File: src/rtl/mode_cfg_pkg.sv
/*
 Constants for the mode register five/six/seven decode and command decoder.
 Assumes a single synchronous clock domain and command pins already registered.
*/
package mode_cfg_pkg;
	// ****************************************
	// Mode register selectors {bank group bit 0, bank address[1:0]}
	// ****************************************
	localparam logic [2:0] SEL_MODE_REG_ONE = 3'h1;
	localparam logic [2:0] SEL_MODE_REG_FIVE = 3'h5;
	localparam logic [2:0] SEL_MODE_REG_SIX = 3'h6;
	localparam logic [2:0] SEL_MODE_REG_SEVEN = 3'h3;
	localparam logic [2:0] SEL_CONTROL_WORD = 3'h7;
	// ****************************************
	// Mode register five fields
	// ****************************************
	localparam int PAR_LAT_LSB = 0;
	localparam int PAR_LAT_W = 3;
	localparam int CRC_ERR_BIT = 3;
	localparam int PAR_ERR_BIT = 4;
	localparam int TERM_BUF_PD_BIT = 5;
	localparam int PAR_PERSIST_BIT = 9;
	localparam int WRITE_MASK_BIT = 10;
	localparam int WRITE_INVERT_BIT = 11;
	localparam int READ_INVERT_BIT = 12;
	// ****************************************
	// Mode register six fields
	// ****************************************
	localparam int REF_VALUE_LSB = 0;
	localparam int REF_VALUE_W = 6;
	localparam int REF_RANGE_BIT = 6;
	localparam int REF_TRAIN_BIT = 7;
	localparam int COL_GAP_LSB = 10;
	localparam int COL_GAP_W = 3;
	// ****************************************
	// Mode register one: nominal termination field
	// ****************************************
	localparam int NOM_TERM_LSB = 8;
	localparam int NOM_TERM_W = 3;
	// ****************************************
	// Reference level in hundredths of a percent of io_supply
	// ****************************************
	localparam logic [13:0] RANGE_ONE_BASE = 14'h1770;
	localparam logic [13:0] RANGE_TWO_BASE = 14'h1194;
	localparam logic [13:0] REF_STEP = 14'h0041;
	localparam logic [5:0] REF_LAST_SETTING = 6'h31;
	// ****************************************
	// Decoded commands
	// ****************************************
	typedef enum logic [3:0] {
		CMD_DESELECT, CMD_ACTIVATE, CMD_MODE_SET, CMD_REFRESH, CMD_PRECHARGE,
		CMD_WRITE, CMD_READ, CMD_ZQ_CAL, CMD_NOP, CMD_RESERVED
	} cmd_e;
	typedef enum logic [1:0] {
		BURST_IDLE, BURST_READ, BURST_WRITE
	} burst_e;
endpackage

File: src/rtl/ddr4_mode_config_cmd_decode.sv
/*
 Command decoder with mode register five/six/seven handling and parity checking.
 Assumes command and address pins are synchronous to ref_clk_in; the rest of the
 device consumes the decoded command pulse and the configuration outputs.
*/
module ddr4_mode_config_cmd_decode #(
	parameter int ADDR_W = 14,
	parameter int BURST_LEN = 4,
	parameter bit WIDE_ORG = 1'b0
) (
	input wire logic ref_clk_in,
	input wire logic sys_rst_in,
	input wire logic chip_select_n_in,
	input wire logic activate_select_n_in,
	input wire logic row_strobe_addr16_in,
	input wire logic column_strobe_addr15_in,
	input wire logic write_enable_addr14_in,
	input wire logic clock_enable_in,
	input wire logic [ADDR_W-1:0] addr_in,
	input wire logic [1:0] bank_addr_in,
	input wire logic [1:0] bank_group_sel_in,
	input wire logic parity_input_in,
	input wire logic crc_error_in,
	input wire logic power_down_in,
	input wire logic termination_control_in,
	output logic [3:0] cmd_out,
	output logic cmd_valid_out,
	output logic [16:0] cmd_addr_out,
	output logic parity_error_out,
	output logic crc_error_out,
	output logic [2:0] parity_latency_out,
	output logic parity_check_out,
	output logic parity_persist_out,
	output logic term_buf_pd_out,
	output logic nominal_term_active_out,
	output logic bus_invert_read_out,
	output logic bus_invert_write_out,
	output logic write_byte_mask_out,
	output logic write_mask_apply_out,
	output logic [2:0] same_group_column_gap_out,
	output logic ref_train_out,
	output logic ref_range_out,
	output logic [5:0] ref_value_out,
	output logic [13:0] data_reference_level_out,
	output logic burst_busy_out
);
	// ****************************************
	// State
	// ****************************************
	typedef struct packed {
		mode_cfg_pkg::cmd_e cmd;
		logic valid;
		logic [16:0] caddr;
		logic par_err;
		logic crc_err;
		logic [2:0] par_lat;
		logic persist;
		logic term_buf;
		logic [2:0] nom_term;
		logic rd_inv;
		logic wr_inv;
		logic wmask;
		logic [2:0] col_gap;
		logic train;
		logic range;
		logic [5:0] ref_val;
		mode_cfg_pkg::burst_e burst;
		logic [3:0] beat;
		logic mask_apply;
	} state_s;

	state_s st;
	state_s next_st;

	logic [16:0] full_addr;
	logic [2:0] sel;
	logic par_calc;
	logic checking;
	logic par_bad;
	logic is_mode_set;
	mode_cfg_pkg::cmd_e raw_cmd;

	// ****************************************
	// Command decode
	// ****************************************
	always_comb begin
		full_addr = 17'h00000;
		full_addr[ADDR_W-1:0] = addr_in;
		if (!activate_select_n_in) begin
			full_addr[16] = row_strobe_addr16_in;
			full_addr[15] = column_strobe_addr15_in;
			full_addr[14] = write_enable_addr14_in;
		end
		sel = {bank_group_sel_in[0], bank_addr_in};
		// Parity spans activate, the shared pins, address, bank address and bank group bits only
		par_calc = ^{activate_select_n_in, row_strobe_addr16_in, column_strobe_addr15_in,
			write_enable_addr14_in, addr_in, bank_addr_in, bank_group_sel_in};
		raw_cmd = mode_cfg_pkg::CMD_DESELECT;
		if (clock_enable_in && !chip_select_n_in) begin
			if (!activate_select_n_in) begin
				raw_cmd = mode_cfg_pkg::CMD_ACTIVATE;
			end else begin
				unique case ({row_strobe_addr16_in, column_strobe_addr15_in,
					write_enable_addr14_in})
					3'b000: raw_cmd = mode_cfg_pkg::CMD_MODE_SET;
					3'b001: raw_cmd = mode_cfg_pkg::CMD_REFRESH;
					3'b010: raw_cmd = mode_cfg_pkg::CMD_PRECHARGE;
					3'b100: raw_cmd = mode_cfg_pkg::CMD_WRITE;
					3'b101: raw_cmd = mode_cfg_pkg::CMD_READ;
					3'b110: raw_cmd = mode_cfg_pkg::CMD_ZQ_CAL;
					3'b111: raw_cmd = mode_cfg_pkg::CMD_NOP;
					default: raw_cmd = mode_cfg_pkg::CMD_RESERVED;
				endcase
			end
		end
	end

	// ****************************************
	// Next state
	// ****************************************
	always_comb begin
		next_st = st;
		next_st.valid = 1'b0;
		next_st.mask_apply = 1'b0;
		// Parity checked only with a nonzero latency, and after an error only while persist is set
		checking = (st.par_lat != 3'h0) && (st.persist || !st.par_err);
		par_bad = checking && (raw_cmd != mode_cfg_pkg::CMD_DESELECT)
			&& (par_calc != parity_input_in);
		is_mode_set = (raw_cmd == mode_cfg_pkg::CMD_MODE_SET) && !par_bad;
		if (raw_cmd != mode_cfg_pkg::CMD_DESELECT && !par_bad) begin
			next_st.cmd = raw_cmd;
			next_st.valid = 1'b1;
			next_st.caddr = full_addr;
		end
		if (is_mode_set) begin
			unique case (sel)
				mode_cfg_pkg::SEL_MODE_REG_ONE: begin
					next_st.nom_term = full_addr[mode_cfg_pkg::NOM_TERM_LSB +: 3];
				end
				mode_cfg_pkg::SEL_MODE_REG_FIVE: begin
					next_st.par_lat = full_addr[mode_cfg_pkg::PAR_LAT_LSB +: 3];
					next_st.crc_err = full_addr[mode_cfg_pkg::CRC_ERR_BIT];
					next_st.par_err = full_addr[mode_cfg_pkg::PAR_ERR_BIT];
					if (st.nom_term != 3'h0) begin
						next_st.term_buf = full_addr[mode_cfg_pkg::TERM_BUF_PD_BIT];
					end
					next_st.persist = full_addr[mode_cfg_pkg::PAR_PERSIST_BIT];
					next_st.rd_inv = full_addr[mode_cfg_pkg::READ_INVERT_BIT];
					next_st.wr_inv = full_addr[mode_cfg_pkg::WRITE_INVERT_BIT];
					// Mask loses to write inversion; shared pin cannot do both
					next_st.wmask = full_addr[mode_cfg_pkg::WRITE_MASK_BIT]
						&& !full_addr[mode_cfg_pkg::WRITE_INVERT_BIT];
				end
				mode_cfg_pkg::SEL_MODE_REG_SIX: begin
					next_st.train = full_addr[mode_cfg_pkg::REF_TRAIN_BIT];
					next_st.range = full_addr[mode_cfg_pkg::REF_RANGE_BIT];
					// Settings beyond forty-nine are clamped to the last step
					if (full_addr[5:0] > mode_cfg_pkg::REF_LAST_SETTING) begin
						next_st.ref_val = mode_cfg_pkg::REF_LAST_SETTING;
					end else begin
						next_st.ref_val = full_addr[5:0];
					end
					next_st.col_gap = full_addr[mode_cfg_pkg::COL_GAP_LSB +: 3];
				end
				mode_cfg_pkg::SEL_MODE_REG_SEVEN: begin
					next_st.valid = 1'b0;
				end
				mode_cfg_pkg::SEL_CONTROL_WORD: begin
					next_st.valid = 1'b0;
				end
				default: begin
				end
			endcase
		end
		// Hardware set wins over a clear in the same cycle
		if (par_bad) begin
			next_st.par_err = 1'b1;
		end
		if (crc_error_in) begin
			next_st.crc_err = 1'b1;
		end
		// Bursts cannot be cut short; new reads or writes are not tracked meanwhile
		unique case (st.burst)
			mode_cfg_pkg::BURST_IDLE: begin
				if (next_st.valid && raw_cmd == mode_cfg_pkg::CMD_READ) begin
					next_st.burst = mode_cfg_pkg::BURST_READ;
					next_st.beat = 4'(BURST_LEN - 1);
				end else if (next_st.valid && raw_cmd == mode_cfg_pkg::CMD_WRITE) begin
					next_st.burst = mode_cfg_pkg::BURST_WRITE;
					next_st.beat = 4'(BURST_LEN - 1);
				end
			end
			mode_cfg_pkg::BURST_READ, mode_cfg_pkg::BURST_WRITE: begin
				next_st.mask_apply = WIDE_ORG && st.wmask
					&& (st.burst == mode_cfg_pkg::BURST_WRITE);
				if (st.beat == 4'h0) begin
					next_st.burst = mode_cfg_pkg::BURST_IDLE;
				end else begin
					next_st.beat = st.beat - 4'h1;
				end
			end
			default: begin
				next_st.burst = mode_cfg_pkg::BURST_IDLE;
			end
		endcase
	end

	always_ff @(posedge ref_clk_in or posedge sys_rst_in) begin
		if (sys_rst_in) begin
			st <= '0;
		end else begin
			st <= next_st;
		end
	end

	// ****************************************
	// Outputs
	// ****************************************
	assign cmd_out = st.cmd;
	assign cmd_valid_out = st.valid;
	assign cmd_addr_out = st.caddr;
	assign parity_error_out = st.par_err;
	assign crc_error_out = st.crc_err;
	assign parity_latency_out = st.par_lat;
	assign parity_check_out = (st.par_lat != 3'h0) && (st.persist || !st.par_err);
	assign parity_persist_out = st.persist;
	assign term_buf_pd_out = st.term_buf;
	// Power-down with term_buf clear: no nominal termination, park may still apply
	assign nominal_term_active_out = (st.nom_term != 3'h0) && termination_control_in
		&& !(power_down_in && !st.term_buf);
	assign bus_invert_read_out = WIDE_ORG && st.rd_inv;
	assign bus_invert_write_out = WIDE_ORG && st.wr_inv;
	assign write_byte_mask_out = WIDE_ORG && st.wmask;
	assign write_mask_apply_out = st.mask_apply;
	assign same_group_column_gap_out = st.col_gap;
	assign ref_train_out = st.train;
	assign ref_range_out = st.range;
	assign ref_value_out = st.ref_val;
	assign data_reference_level_out = (st.range ? mode_cfg_pkg::RANGE_TWO_BASE
		: mode_cfg_pkg::RANGE_ONE_BASE) + 14'(st.ref_val * mode_cfg_pkg::REF_STEP);
	assign burst_busy_out = (st.burst != mode_cfg_pkg::BURST_IDLE);
endmodule // ddr4_mode_config_cmd_decode

File: config.mk
export PLATFORM = sky130hd
export DESIGN_NAME = ddr4_mode_config_cmd_decode
export DESIGN_NICKNAME = d
export VERILOG_FILES = /design/src/rtl/mode_cfg_pkg.sv /design/src/rtl/ddr4_mode_config_cmd_decode.sv
export SDC_FILE = /design/constraint.sdc
export NUM_CORES = 1
export LEC_CHECK = 0
export ABC_AREA = 1
export BUFFER_PORTS_ARGS = -buffer_cell sky130_fd_sc_hd__buf_4
export CAP_MARGIN = 5
export CORE_ASPECT_RATIO = 0.8
export CORE_MARGIN = 2
export CORE_UTILIZATION = 45
export CTS_BUF_LIST = sky130_fd_sc_hd__clkbuf_2 sky130_fd_sc_hd__clkbuf_4 sky130_fd_sc_hd__clkbuf_8
export CTS_CLUSTER_SIZE = 16
export DETAILED_ROUTE_END_ITERATION = 10
export GPL_ROUTABILITY_DRIVEN = 1
export GPL_TIMING_DRIVEN = 0
export PLACE_DENSITY = 0.67
export SLEW_MARGIN = 20
export SYNTH_ARGS = -nofsm -noshare
export SYNTH_HDL_FRONTEND = slang
export SYNTH_SLANG_ARGS = --single-unit
File: constraint.sdc
create_clock -name ref_clk_in -period 2.9 [get_ports ref_clk_in]
set_clock_uncertainty 0.15 [all_clocks]
set_input_delay 0.29 -clock ref_clk_in [delete_from_list [all_inputs] [get_ports ref_clk_in]]
set_output_delay 0.29 -clock ref_clk_in [all_outputs]
set_load 0.05 [all_outputs]
==> results of run 1 <==
==> per-layer routing <==
metal	vias up	global-route usage	share of wire
met5	-	0	0
met4	0	0.0548	0.012
met3	9	0.0391	0.046
met2	61	0.309	0.43
met1	1300	0.297	0.51
li1	1463	-	-
==> worst max-delay path by stage <==
stage / from / to / slack (ps) / depth (start not counted)
final: ref_value_out[5]$_DFFE_PP0P_ / data_reference_level_out[10] / -230 / 11
after floorplan: ref_value_out[4]$_DFFE_PP0P_ / data_reference_level_out[8] / -30 / 7
after detailed placement: ref_value_out[4]$_DFFE_PP0P_ / data_reference_level_out[12] / -160 / 12
after global placement: ref_value_out[4]$_DFFE_PP0P_ / data_reference_level_out[12] / -140 / 12
after global routing: ref_value_out[5]$_DFFE_PP0P_ / data_reference_level_out[10] / -340 / 11
after CTS: ref_value_out[5]$_DFFE_PP0P_ / data_reference_level_out[12] / -320 / 12
==> layout make-up <==
| type | count | area share |
|---|---|---|
| Multi-Input combinational cell | 265 | 0.399 |
| Sequential cell | 49 | 0.272 |
| Timing Repair Buffer | 93 | 0.163 |
| Buffer | 45 | 0.0757 |
| Inverter | 51 | 0.0424 |
| Tap cell | 90 | 0.0249 |
| Clock buffer | 7 | 0.0213 |
| Clock inverter | 1 | 0.00194 |
==> kinds of logic (layout without fill, tap and decap cells) <==
family | Yosys count | after routing | synth area share
AND/OR/NAND/NOR | 152 | 152 | 0.205
buffers and inverters | 96 | 197 | 0.158
AO/OA/AOI/OAI | 59 | 59 | 0.0976
flip-flops | 49 | 49 | 0.364
adder cells (fa/ha/maj) | 31 | 31 | 0.119
XOR/XNOR | 16 | 16 | 0.0415
multiplexers | 3 | 3 | 0.0134
other | 1 | 4 | 0.00111
==> registers in the layout, summed over array words and instances, names as in the netlist, 3 cells and up <==
register	flops
cmd_addr_out	17
st	9
same_group_column_gap_out	3
cmd_out	4
ref_value_out	6
parity_latency_out	3
==> cells in the final DEF, fill, tap and decap left out, types with 5 or more instances in the layout <==
cell      synthesis  final
a21oi_1           8      7
buf_4            39    124
buf_6             3      9
clkbuf_8          0      7
dfrtp_1          49     47
ha_1             29     24
ha_4              0      5
inv_1            49     48
nand2_1          94     94
nand3_1          18     18
nor2_1           15     12
nor2_2            3      5
o21ai_0          26     24
o21ai_1          12     12
xnor2_1           5      5
xor2_1           11      8
==> through the flow <==
stage	cell area [µm²]	cells	power [mW]	hold WS, ps	setup TNS, ps
after floorplan	3500	410	2.28	237	-45.3
after global placement	4260	586	2.70	306	-266
after detailed placement	4280	587	2.74	161	-378
after CTS	4510	601	3.28	26.1	-1360
after global routing	4510	601	3.48	17.9	-1390
final	4510	601	3.25	26.8	-874
==> worst reg2reg max path, stage by stage (launching register included) <==
cell	delay, ps
dfrtp_1	410
nor3_1	340
a21oi_1	130
a21boi_2	200
nand2_4	130
nand2_4	90
nor2_8	180
buf_6	170
nand3_1	100
nand2_1	80
==> where the power goes <==
group          leakage [nW]  internal (mW)  switching, mW
logic                  1.76          0.678           1.21
clock network        0.0549          0.221          0.249
registers             0.621          0.809         0.0924
total                  2.44           1.71           1.55
==> what timing repair did <==
| action | CTS | global route |
|---|---|---|
| endpoints found under the hold margin | 17 | 0 |
| hold buffers | 1 | 0 |
| endpoints found under the setup margin | 6 | 6 |
| resized for setup | 15 | 2 |
| pin swaps | 11 | 10 |
| setup buffers | 5 | 1 |
==> impl_results.md, run 1 <==
- Status: finished, violations left
- Failing checks: negative setup slack
- R2r startpoint: parity_latency_out[0]$_DFFE_PP0P_
- Most frequent cell after synthesis: nand2_1
- Vias in the first global route: 2664
- Clk_lat worst skew: 310 ps
- Largest net degree at the start of global routing: 33
- Most used cell along the critical path: ha_4
- Initial antenna violation count: 0
- Register Area: 1230 µm²
- Leak pwr: 2.44 nW
- Post-synth top cells: 94 x nand2_1, 49 x dfrtp_1, 49 x inv_1
- Pre-CTS WS: -165 ps
- Fin util: 0.617
- Hold Vio Cnt, Final: 0
- R2R cell count: 9
- Clk slew on worst S/H paths: 100 ps
- DIE AREA: 8210 µm²
- Filler instances: 621
- Pwr Density: 721 nW/µm²
- DP HPWL: 6.07 mm
- Ys async rst share: 1.00
- H-tree depth: 2
- Prevailing post-synth register cell: dfrtp_1
- First-pass detailed-route iteration total: 4
- Clock root cell: clkbuf_8
- Delay-heaviest family, CP: adder cells
- # clock sinks: 49
- Synthesis-stage register bit count: 49
- Clock Tree Buf Depth: 2
- Min-delay src: crc_error_in
- Synth unique cells: 38
- Post-synth top area share: 0.364
- Worst setup EP type: output port
- Worst Max-Slew Pin Slew: 561 ps
- Num rows: 28
- Final worst slack: -231 ps
- Post-route clock period utilization: 1.08
- Data required, critical path: 2460 ps
- Placer Congestion: 0.826
- Warnings from Yosys: 0
- Area added between synthesis and finish: 33.8%
- RSZ-0062 raised after global routing: yes
- Minimum clock period: 3130 ps
- Die height: 81.4 µm
- Worst Hold Path EP: crc_error_out$_DFFE_PP0P_
- Pins Over Slew Limit: 0
- Number of synthesized flops with an enable pin: 0
- Hold depth: 3
- Per-cell routed wire length: 12.9 µm
- Crit Path Category: reg2out
- Drt via density: 4.71
- TritonCTS buffer count: 5
- Initial Util: 0.461
- Mapped cell area: 3370 µm²
- CP Cell Sequence: ha_4 > ha_4 > fa_1 > ha_4 > o21ai_2 > nand2_1 > nand2_1 > a21boi_2 > buf_4 > xor2_2 > buf_6
- Sequential fraction of the synthesis area: 0.364
- DR vias: 2833
- ANT cells: 0
- Share of cells above drive strength 1: 0.366
- Min-delay worst type: in2reg
- Port-buffer cells: 86
- Synth area leader: dfrtp_1
- Top cells by area, synth: dfrtp_1 36%, ha_1 11%, nand2_1 10%, buf_4 8.7%, inv_1 5.5%
- Slew HR: 0.622
- Antenna Nets Post-Route: 0
- Syn avg cell area: 8.29 µm²
- Initial DRC count: 113
- Total gr overflow: 0
- Crit path launch type: register
- Core Region: 7320 µm²
- VDD IR max: 0.000385 V
- Post-route DRC: 0
- Crit Path Max Fanout: 3
- Max-cap violations: 0
- FF-to-FF setup slack: 880 ps
- Final WL: 7.74 mm
- Fin nets: 571
- Final setup viols: 6
- Maximum clock frequency: 319 MHz
- Critical Path AT: 2690 ps
- Synth Instances: 407
- Largest stage delay on the critical path: 480 ps
- Total GRT Usage: 0.203
- First-pass GRT wire length: 12.9 mm
- Buf/Inv on CP: 2
- Multi-input logic area: 1800 µm²
- Reg-to-Reg End: ref_value_out[3]$_DFFE_PP0P_
- CTS tree: built
- Die extent in x: 101 µm
- # IOs: 91
- Slowest cell on crit path: fa_1
Power figures use the tool's default switching activity.
==> run 2, diff against run 1 <==
--- a/config.mk
+++ b/config.mk
@@ -16,7 +16,7 @@
 export DETAILED_ROUTE_END_ITERATION = 10
 export GPL_ROUTABILITY_DRIVEN = 1
 export GPL_TIMING_DRIVEN = 0
-export PLACE_DENSITY = 0.67
+export PLACE_DENSITY = 0.71
 export SLEW_MARGIN = 20
 export SYNTH_ARGS = -nofsm -noshare
 export SYNTH_HDL_FRONTEND = slang
==> constraint.sdc (replaced) <==
create_clock -name ref_clk_in -period 3.9 [get_ports ref_clk_in]
set_clock_uncertainty 0.15 [all_clocks]
set_input_delay 0.39 -clock ref_clk_in [delete_from_list [all_inputs] [get_ports ref_clk_in]]
set_output_delay 0.39 -clock ref_clk_in [all_outputs]
set_load 0.05 [all_outputs]
==> run 2 against run 1 <==
The flow finishes with violations (negative hold slack). Hold slack lost 30 ps. Worst setup slack gained 460 ps. Combinational power shrank 31%. Cell count shrank 1.0%. Count of clock-buffer cells in the layout shrank 2. Routed wire length is essentially flat. Highest routed layer unchanged.
==> impl_results.md, run 2 (same netlist as run 1, synthesis figures left out) <==
- Status: finished, violations left
- Failing checks: negative hold slack
- Die height: 81.4 µm
- Post-CTS sizing: 0
- Final setup viols: 0
- ANT cells: 0
- Crit path from: ref_value_out[4]$_DFFE_PP0P_
- Share of cells above drive strength 1: 0.323
- TritonCTS buffer count: 5
- Total gr overflow: 0
- Pwr Density: 538 nW/µm²
- Crit Path Category: reg2out
- Crit path launch type: register
- Antenna Nets Post-Route: 0
- Filler instances: 680
- Flop pwr share: 0.293
- Initial Util: 0.461
- # IOs: 91
- Die extent in x: 101 µm
- VDD IR max: 0.000278 V
- First-pass detailed-route iteration total: 4
- Clock Power Share: 0.138
- CP Cell Sequence: ha_1 > ha_1 > ha_1 > ha_1 > a31o_2 > a21oi_1 > o21ai_0 > a31oi_1 > xor2_1 > buf_4
- Switching pwr: 1.12 mW
- Post-route DRC: 0
- Vias in the first global route: 2689
- Largest register FFs: 17
- Slew HR: 0.574
- Largest stage delay on the critical path: 490 ps
- Final WL: 7.74 mm
- Reg-to-Reg End: st[1]$_DFFE_PP0P_
- Crit Path Max Fanout: 5
- Most used cell along the critical path: ha_1
- Slowest cell on crit path: dfrtp_1
- Per-cell routed wire length: 13.0 µm
- Worst Max-Slew Pin Slew: 638 ps
- Initial antenna violation count: 0
- # clock sinks: 49
- Hold WS: -3.38 ps
- Data required, critical path: 3360 ps
- Register Area: 1230 µm²
- Placer Congestion: 0.846
- Clk_lat worst skew: 320 ps
- R2R cell count: 8
- Pins Over Slew Limit: 0
- Delay-heaviest family, CP: adder cells
- Worst setup EP type: output port
- Fin util: 0.582
- First-pass GRT wire length: 12.3 mm
- Clock root cell: clkbuf_8
- # hold bufs at CTS: 0
- Commonest non-fill, non-tap cell in the layout: buf_4
- Port-buffer cells: 86
- CTS tree: built
- Maximum clock frequency: 273 MHz
- Fin area: 4260 µm²
- Minimum clock period: 3670 ps
- Min-delay worst type: in2async
- Clock Tree Buf Depth: 2
- Critical Path AT: 3130 ps
- Initial DRC count: 120
- DR vias: 2850
- Drt via density: 4.79
- R2r startpoint: st[1]$_DFFE_PP0P_
- FF-to-FF setup slack: 1880 ps
- Clk slew on worst S/H paths: 100 ps
- Placed Area: 4170 µm²
- CP Capture Point: data_reference_level_out[11]
- Buf/Inv on CP: 1
- H-tree depth: 2
- Most frequent cells in the layout: 125 x buf_4, 94 x nand2_1, 49 x dfrtp_1, 48 x inv_1, 29 x ha_1
- Max-cap violations: 0
- TNS Setup: 0 ps
- Setup Fix Bufs, Post-CTS: 0
- Post-route clock period utilization: 0.940
- Leak pwr: 2.38 nW
- Total GRT Usage: 0.195
- DIE AREA: 8210 µm²
- Num rows: 28
- Internal: 1.18 mW
- DP HPWL: 6.29 mm
- RSZ-0062 raised after global routing: no
- Fin nets: 565
- WP depth: 10
- Comb power frac: 0.569
- Core Region: 7320 µm²
- Net Sw Frac: 0.487
- Multi-input logic area: 1630 µm²
- Largest net degree at the start of global routing: 29
- Area added between synthesis and finish: 26.3%
- Hold Vio Cnt, Final: 3
## run 2: worst min path at each step
stage / slack, ps / end
floorplan: 290 / st[2]$_DFFE_PP0P_
global placement: 310 / st[5]$_DFFE_PP0P_
detailed placement: 310 / st[6]$_DFFE_PP0P_
CTS: 20 / cmd_addr_out[1]$_DFFE_PP0P_
global route: 40 / cmd_addr_out[1]$_DFFE_PP0P_
finish: -3 / cmd_addr_out[1]$_DFFE_PP0P_
## run 2: area by class of cell
class | instances | area share
Tap cell | 90 | 0.0264
Inverter | 51 | 0.0449
Clock buffer | 5 | 0.0161
Clock inverter | 3 | 0.00528
Sequential cell | 49 | 0.288
Timing Repair Buffer | 87 | 0.158
Multi-Input combinational cell | 265 | 0.381
Buffer | 45 | 0.0802
## run 2: per-stage QoR
step	hold WS, ps	worst slack, ps	power [mW]	std cells
final	-3.38	234	2.29	595
after global routing	44.6	48.1	2.43	595
after CTS	17.9	237	2.31	595
after detailed placement	308	595	1.99	587
after global placement	307	662	1.95	586
after floorplan	292	381	1.64	410
## run 2: power by group through the flow
stage | clock (mW) | sequential, mW | combinational, mW
finish | 0.318 | 0.672 | 1.30
global route | 0.344 | 0.684 | 1.40
CTS | 0.325 | 0.672 | 1.31
detailed placement | 0 | 0.682 | 1.31
global placement | 0 | 0.680 | 1.27
floorplan | 0 | 0.700 | 0.942
## run 2: metal layers
layer / up-vias / global-route usage / wire (µm)
met1: 1312 / 0.266 / 3550
li1: 1451 / - / -
met5: - / 0 / 0
met2: 80 / 0.323 / 3620
met3: 7 / 0.0289 / 466
met4: 0 / 0.0589 / 105
